## config.mk

```make
export PLATFORM = sky130hd
export DESIGN_NAME = can_rx_buffer_overflow_flag
export DESIGN_NICKNAME = d
export VERILOG_FILES = /design/src/can_pkg.sv /design/src/can_rx_buffer_overflow_flag.sv
export VERILOG_INCLUDE_DIRS = /design/src
export SDC_FILE = /design/constraint.sdc
export NUM_CORES = 1
export LEC_CHECK = 0
export BUFFER_PORTS_ARGS = -buffer_cell sky130_fd_sc_hd__buf_2
export CAP_MARGIN = 20
export CORE_MARGIN = 4
export CORE_UTILIZATION = 40
export CTS_CLUSTER_DIAMETER = 50
export CTS_CLUSTER_SIZE = 30
export DETAILED_ROUTE_END_ITERATION = 6
export GPL_TIMING_DRIVEN = 0
export PLACE_DENSITY = 0.67
export SYNTH_ARGS = -nofsm -noshare
export SYNTH_HDL_FRONTEND = slang
export SYNTH_SLANG_ARGS = --single-unit
```

## constraint.sdc

```tcl
create_clock -name CLK -period 4.08 [get_ports CLK]
set_input_delay 0.816 -clock CLK [delete_from_list [all_inputs] [get_ports CLK]]
set_output_delay 0.816 -clock CLK [all_outputs]
set_load 0.05 [all_outputs]
```

## src/can_map.svh

```systemverilog
// Notes on behaviour
// - 32 overflow flags over low and high registers; set on store into full buffer.
// - Writing zero clears a flag, writing one does nothing, all flags reset to zero.
// - Word 1 bits 11..0 carry extended identifier bits 17..6, MSB highest.
// - Word 1 bits 15..12 are unused and read as zero.
`ifndef CAN_MAP_SVH
`define CAN_MAP_SVH

// ---------------------------------------------
// Register byte addresses
// ---------------------------------------------
`define CAN_OVF_LO_ADDR 8'h00
`define CAN_OVF_HI_ADDR 8'h04
`define CAN_BASE_ADDR 8'h08
`define CAN_STRIDE_ADDR 8'h0C
`define CAN_IRQ_STAT_ADDR 8'h10
`define CAN_IRQ_CLR_ADDR 8'h14
`define CAN_IRQ_EN_ADDR 8'h18

// ---------------------------------------------
// Reset values
// ---------------------------------------------
`define CAN_OVF_RESET 32'h0000_0000
`define CAN_BASE_RESET 16'h0000
`define CAN_STRIDE_RESET 8'h08
`define CAN_IRQ_RESET 2'h0

// ---------------------------------------------
// Field positions
// ---------------------------------------------
`define CAN_IRQ_OVF_BIT 0
`define CAN_IRQ_STORED_BIT 1
`define CAN_W0_IDE_BIT 0
`define CAN_W0_SRR_BIT 1
`define CAN_W0_SID_LSB 2
`define CAN_W1_EID_MSB 11

`endif

```

## src/can_pkg.sv

```systemverilog
package can_pkg;

  // ---------------------------------------------
  // Received message header
  // ---------------------------------------------
  typedef struct packed {
    logic [10:0] standard_identifier_field;
    logic srr;
    logic ide;
    logic [17:0] extended_identifier_field;
  } can_msg_type;

  // ---------------------------------------------
  // Store sequencer states
  // ---------------------------------------------
  typedef enum logic [2:0] {
    ST_IDLE = 3'b001,
    ST_WORD0 = 3'b010,
    ST_WORD1 = 3'b100
  } can_state_type;

endpackage : can_pkg

```

## src/can_rx_buffer_overflow_flag.sv

```systemverilog
// The strobed register port and the register offsets are this design's own decisions.
`timescale 1ns/1ns
`include "can_map.svh"

module can_rx_buffer_overflow_flag (
  // Clock and reset
  input wire logic CLK,
  input wire logic RESET_N,
  // Register port
  input wire logic [7:0] ADDR,
  input wire logic [15:0] WDATA,
  input wire logic WR,
  input wire logic RD,
  output logic [15:0] RDATA,
  // Store request from receive engine
  input wire logic STORE_REQ,
  input wire logic [4:0] STORE_BUF,
  input wire logic STORE_FULL,
  input wire can_pkg::can_msg_type STORE_MSG,
  output logic STORE_READY,
  // Buffer RAM write port
  output logic RAM_WE,
  output logic [15:0] RAM_ADDR,
  output logic [15:0] RAM_WDATA,
  // Interrupt
  output logic IRQ
);

  // ---------------------------------------------
  // State
  // ---------------------------------------------
  logic [31:0] ovf_flags, next_ovf_flags;
  logic [15:0] base, next_base;
  logic [7:0] stride, next_stride;
  logic [1:0] irq_stat, next_irq_stat;
  logic [1:0] irq_en, next_irq_en;
  logic next_irq;
  logic [15:0] next_rdata;
  can_pkg::can_state_type state, next_state;
  can_pkg::can_msg_type msg, next_msg;
  logic next_store_ready, next_ram_we;
  logic [15:0] next_ram_addr, next_ram_wdata;
  logic accept;
  logic [31:0] ovf_set;
  logic [1:0] irq_event;

  // Request is taken only while idle; ready tells the engine so
  assign accept = STORE_REQ && STORE_READY;

  // Per-buffer set pulse when the target is still full
  always_comb begin
    ovf_set = 32'h0000_0000;
    if (accept && STORE_FULL) begin
      ovf_set[STORE_BUF] = 1'b1;
    end
  end

  // ---------------------------------------------
  // Overflow flags
  // ---------------------------------------------
  // AND with written data: a zero clears, a one keeps; set wins over clear
  always_comb begin
    next_ovf_flags = ovf_flags;
    if (WR && ADDR == `CAN_OVF_LO_ADDR) begin
      next_ovf_flags[15:0] = ovf_flags[15:0] & WDATA;
    end
    if (WR && ADDR == `CAN_OVF_HI_ADDR) begin
      next_ovf_flags[31:16] = ovf_flags[31:16] & WDATA;
    end
    next_ovf_flags = next_ovf_flags | ovf_set;
  end

  always_ff @(posedge CLK or negedge RESET_N) begin
    if (!RESET_N) begin
      ovf_flags <= `CAN_OVF_RESET;
    end else begin
      ovf_flags <= next_ovf_flags;
    end
  end

  // ---------------------------------------------
  // Buffer area setup and interrupt registers
  // ---------------------------------------------
  // Base and stride locate buffers in general RAM
  always_comb begin
    next_base = base;
    next_stride = stride;
    next_irq_en = irq_en;
    irq_event = 2'h0;
    irq_event[`CAN_IRQ_OVF_BIT] = |ovf_set;
    irq_event[`CAN_IRQ_STORED_BIT] = (state == can_pkg::ST_WORD1);
    next_irq_stat = irq_stat;
    if (WR && ADDR == `CAN_BASE_ADDR) begin
      next_base = WDATA;
    end
    if (WR && ADDR == `CAN_STRIDE_ADDR) begin
      next_stride = WDATA[7:0];
    end
    if (WR && ADDR == `CAN_IRQ_EN_ADDR) begin
      next_irq_en = WDATA[1:0];
    end
    if (WR && ADDR == `CAN_IRQ_CLR_ADDR) begin
      next_irq_stat = irq_stat & ~WDATA[1:0];
    end
    next_irq_stat = next_irq_stat | irq_event; // Event beats clear
    next_irq = |(next_irq_stat & next_irq_en);
  end

  always_ff @(posedge CLK or negedge RESET_N) begin
    if (!RESET_N) begin
      base <= `CAN_BASE_RESET;
      stride <= `CAN_STRIDE_RESET;
      irq_en <= `CAN_IRQ_RESET;
      irq_stat <= `CAN_IRQ_RESET;
      IRQ <= 1'b0;
    end else begin
      base <= next_base;
      stride <= next_stride;
      irq_en <= next_irq_en;
      irq_stat <= next_irq_stat;
      IRQ <= next_irq;
    end
  end

  // ---------------------------------------------
  // Read port
  // ---------------------------------------------
  // Unmapped and write-only addresses read as zero
  always_comb begin
    next_rdata = 16'h0000;
    if (RD) begin
      unique case (ADDR)
        `CAN_OVF_LO_ADDR: next_rdata = ovf_flags[15:0];
        `CAN_OVF_HI_ADDR: next_rdata = ovf_flags[31:16];
        `CAN_BASE_ADDR: next_rdata = base;
        `CAN_STRIDE_ADDR: next_rdata = {8'h00, stride};
        `CAN_IRQ_STAT_ADDR: next_rdata = {14'h0, irq_stat};
        `CAN_IRQ_EN_ADDR: next_rdata = {14'h0, irq_en};
        default: next_rdata = 16'h0000;
      endcase
    end
  end

  always_ff @(posedge CLK or negedge RESET_N) begin
    if (!RESET_N) begin
      RDATA <= 16'h0000;
    end else begin
      RDATA <= next_rdata;
    end
  end

  // ---------------------------------------------
  // Store sequencer
  // ---------------------------------------------
  // Two RAM writes per message; word contents leave unused bits zero
  always_comb begin
    next_state = state;
    next_msg = msg;
    next_ram_we = 1'b0;
    next_ram_addr = RAM_ADDR;
    next_ram_wdata = RAM_WDATA;
    unique case (state)
      can_pkg::ST_IDLE: begin
        if (accept && !STORE_FULL) begin
          next_msg = STORE_MSG;
          next_msg.srr = STORE_MSG.srr | STORE_MSG.ide;
          next_ram_we = 1'b1;
          next_ram_addr = base + 16'(STORE_BUF) * 16'(stride);
          next_ram_wdata = {3'b000, STORE_MSG.standard_identifier_field, next_msg.srr, STORE_MSG.ide};
          next_state = can_pkg::ST_WORD0;
        end
      end
      can_pkg::ST_WORD0: begin
        next_ram_we = 1'b1;
        next_ram_addr = RAM_ADDR + 16'h0001;
        next_ram_wdata = {4'h0, msg.extended_identifier_field[17:6]};
        next_state = can_pkg::ST_WORD1;
      end
      can_pkg::ST_WORD1: begin
        next_state = can_pkg::ST_IDLE;
      end
      default: begin
        next_state = can_pkg::ST_IDLE;
      end
    endcase
    next_store_ready = (next_state == can_pkg::ST_IDLE);
  end

  always_ff @(posedge CLK or negedge RESET_N) begin
    if (!RESET_N) begin
      state <= can_pkg::ST_IDLE;
      msg <= '0;
      STORE_READY <= 1'b1;
      RAM_WE <= 1'b0;
      RAM_ADDR <= 16'h0000;
      RAM_WDATA <= 16'h0000;
    end else begin
      state <= next_state;
      msg <= next_msg;
      STORE_READY <= next_store_ready;
      RAM_WE <= next_ram_we;
      RAM_ADDR <= next_ram_addr;
      RAM_WDATA <= next_ram_wdata;
    end
  end
endmodule : can_rx_buffer_overflow_flag

```

==> summary.txt <==
Critical path
  – CP required: 4.36 ns
  – CP max stage delay: roughly 0.52 ns
  – CP Class: input port to flip-flop
  – Startpoint types: input port
  – CP max-delay cell: fa_1
  – CP endpoint kind: flip-flop
  – Critical Path Fanout Max: 10
  – Most frequent CP cell: fa_1
  – Bufs and invs on worst path: 4
  – Crit path max-delay family: adder cells
  – Crit path cell chain: buf_2 > buf_8 > and2_1 > fa_1 > fa_1 > inv_1 > fa_1 > inv_2 > ha_4 > or4_4 > a21oi_4 > nor3_4 > a31oi_2 > xor2_1 > a21oi_1
  – WP data arrival: 4.28 ns

Global routing
  – Initial antenna violation count: 0
  – GRT Residual Overflow: 0
  – Vias in the first global route: about 5,800
  – GRT Overall Usage: 18.8%
  – Largest net degree at the start of global routing: 65
  – First-pass GRT wire length: about 30,000 um

Clocking
  – TritonCTS clock tree: yes
  – Root buffer cell: clkbuf_16
  – CTS Buf Count: 17
  – Clock sink total: between 100 and 150
  – Clk slew on worst S/H paths: about 0.060 ns
  – CTS max path bufs: 2
  – H-tree levels: 4
  – Clk Latency, worst-skew pair: about 0.43 ns

STA
  – Final hold slack: 0.357 ns
  – Pins Over Slew Limit: 0
  – Slew Limit Headroom: approximately 50%
  – Period minus WS final: between 4 and 5 ns
  – Setup TNS: 0 ns
  – Setup WS post-layout: between 0.07 and 0.08 ns
  – FMAX: ~250 MHz
  – Period utilization: a little over nine tenths
  – Hold Violations, Final: 0
  – Skew final: around 0.0096 ns
  – Setup-failing EPs final: 0
  – Worst Tran Pin Value: about 0.75 ns

Status
  – Status: complete, no violations

Routing
  – Via count: ~5,800
  – Final wirelength: between 15,000 and 20,000 um
  – DRT Pass-1 Iters: 6
  – Initial DRC Count: between 300 and 400
  – DR WL/cell: roughly 17 um
  – Antenna viol nets, final: 0
  – Post-DR vias/cell: between 5 and 6
  – DRC viols: 0

Worst hold path
  – HP Class: input port to async pin

Power
  – Leakage: 0.00425 uW
  – VDD IR max: just under 0.3 mV
  – PD cells: between 400 and 500 mW/mm2

Final layout
  – Layout cells sized above 1: between 20% and 30%
  – Commonest non-fill, non-tap cells in the layout: 120 x dfrtp_1, 106 x buf_2, 75 x o21ai_0
  – Fin nets: 960
  – Commonest non-fill, non-tap cell in the layout: dfrtp_1
  – Area delta synth->final: 24.2%
  – Final core occ: ~50%
  – Non-Filler Instances: between 1,000 and 1,500
  – Fill cell count: between 1,500 and 2,000
  – # diodes: 0

Yosys
  – Async S/R FF share, synth: 100%
  – Sequential share of the synthesized area: 43.5%
  – Netlist cell types: 58
  – Count of warnings emitted by yosys: 0
  – Mapped Avg Cell Area: between 9 and 10 um2
  – Ys flop type: dfrtp_1
  – Synthesized instance count: 710
  – Number of synthesized flops with an enable pin: 0
  – Number of register bits inferred by synthesis: between 100 and 150
  – Synthesized area: 0.00708 mm2

Floorplanning
  – Die height: roughly 140 um
  – Core area: ~0.017 mm2
  – Die width: roughly 140 um
  – Die area: just under 0.02 mm2
  – Row Count: 48
  – Starting Density: 40.9%
  – # IOs: 117

Placed design
  – Dpl ws: -0.672 ns
  – Post-DP HPWL: ~13,000 um
  – Final GP Congestion: approximately 0.86
  – Placed Instances: about 1,000
  – PortBufs: roughly 110

Flow run
  – Max-Cap Viols: 0
## cell usage after synthesis (5+ instances only)
cell type,count,share of area [%]
o21ai_0,77,5.4
inv_1,50,2.7
nand3_1,13,0.92
a211oi_1,5,0.53
ha_1,24,4.2
xor2_1,6,0.74
a21oi_1,28,2.0
o22ai_1,11,0.97
a31oi_1,8,0.71
mux2i_1,8,1.1
and2_1,29,2.6
clkbuf_1,17,0.90
and3_1,6,0.53
xnor2_1,5,0.62
buf_2,5,0.35
mux2_2,27,4.3
nor2_1,65,3.4
mux2_4,10,2.1
nand2_1,74,3.9
fa_1,29,8.2
dfrtp_1,120,42
a22oi_1,7,0.74
a221oi_1,5,0.62
nor3_1,11,0.78
## per-stage QoR
stage / instance area, um2 / total power (uW)
finish: 8800 / 4250
global route: 8800 / 4440
CTS: 8690 / 4270
detailed placement: 8070 / 2670
global placement: 8030 / 2650
floorplan: 7220 / 2350
## metal layers
layer  wire [um]  global-route usage, %
met5           0                      0
met4         436                   7.70
met1        7910                   24.6
met3         771                   4.31
met2        9040                   30.3
## final timing paths
check | cells after the start | slack [ns] | end | from
max | 15 | 0.08 | RAM_ADDR[11]$_DFFE_PN0P_ | STORE_BUF[1]
min | 1 | 0.36 | RDATA[0]$_DFF_PN0_ | RESET_N
max reg2reg | 13 | 0.12 | RAM_ADDR[11]$_DFFE_PN0P_ | stride[3]$_DFFE_PN1P_
min reg2reg | 2 | 0.48 | msg[9]$_DFFE_PN0P_ | msg[9]$_DFFE_PN0P_
max in group asynchronous | 2 | 3.00 | stride[3]$_DFFE_PN1P_ | RESET_N
min in group CLK | 2 | 0.48 | msg[9]$_DFFE_PN0P_ | msg[9]$_DFFE_PN0P_
## layout make-up
cell class | instances | area [um2] | share of cell area (%)
Multi-Input combinational cell | 507 | 3810 | 43.3
Sequential cell | 123 | 3080 | 35.0
Timing Repair Buffer | 113 | 636 | 7.23
Clock buffer | 18 | 439 | 4.99
Tap cell | 225 | 282 | 3.20
Inverter | 51 | 191 | 2.18
Clock inverter | 14 | 184 | 2.09
Buffer | 28 | 174 | 1.98
## power by group
group	internal, uW	switching [uW]	leakage [uW]	total, uW
clock	988	607	0.000292	1600
sequential	1440	154	0.00157	1590
combinational	329	739	0.00238	1070
## sequential cells by signal, indices dropped and copies added, names as in the netlist, 3 cells and up
signal,flops
RDATA,16
RAM_ADDR,16
base,16
state,3
msg,12
ovf_flags,32
stride,8
RAM_WDATA,13
## cell families (layout without fill, tap and decap cells)
group                      after synthesis  after routing  share of synthesized area, %
adders and majority gates               53             53                          12.4
xor gates and xnor gates                11             11                          1.36
muxes                                   49             49                          8.66
buffers and inverters                   82            224                          4.86
and+or+nand+nor                        230            230                          15.8
AOI/OAI and AO/OA                      161            161                          13.3
DFF                                    123            123                          43.5
other                                    1              3                        0.0530
## repair_timing
item / CTS / global route
setup endpoints to repair: 6 / 6
hold endpoints to repair: 0 / 0
gates resized for setup: 3 / 21
buffers inserted: 0 / 6
hold buffers: 0 / 0
gates cloned: 0 / 0
pin swaps: 0 / 20
(Power assumes the default switching activity.)
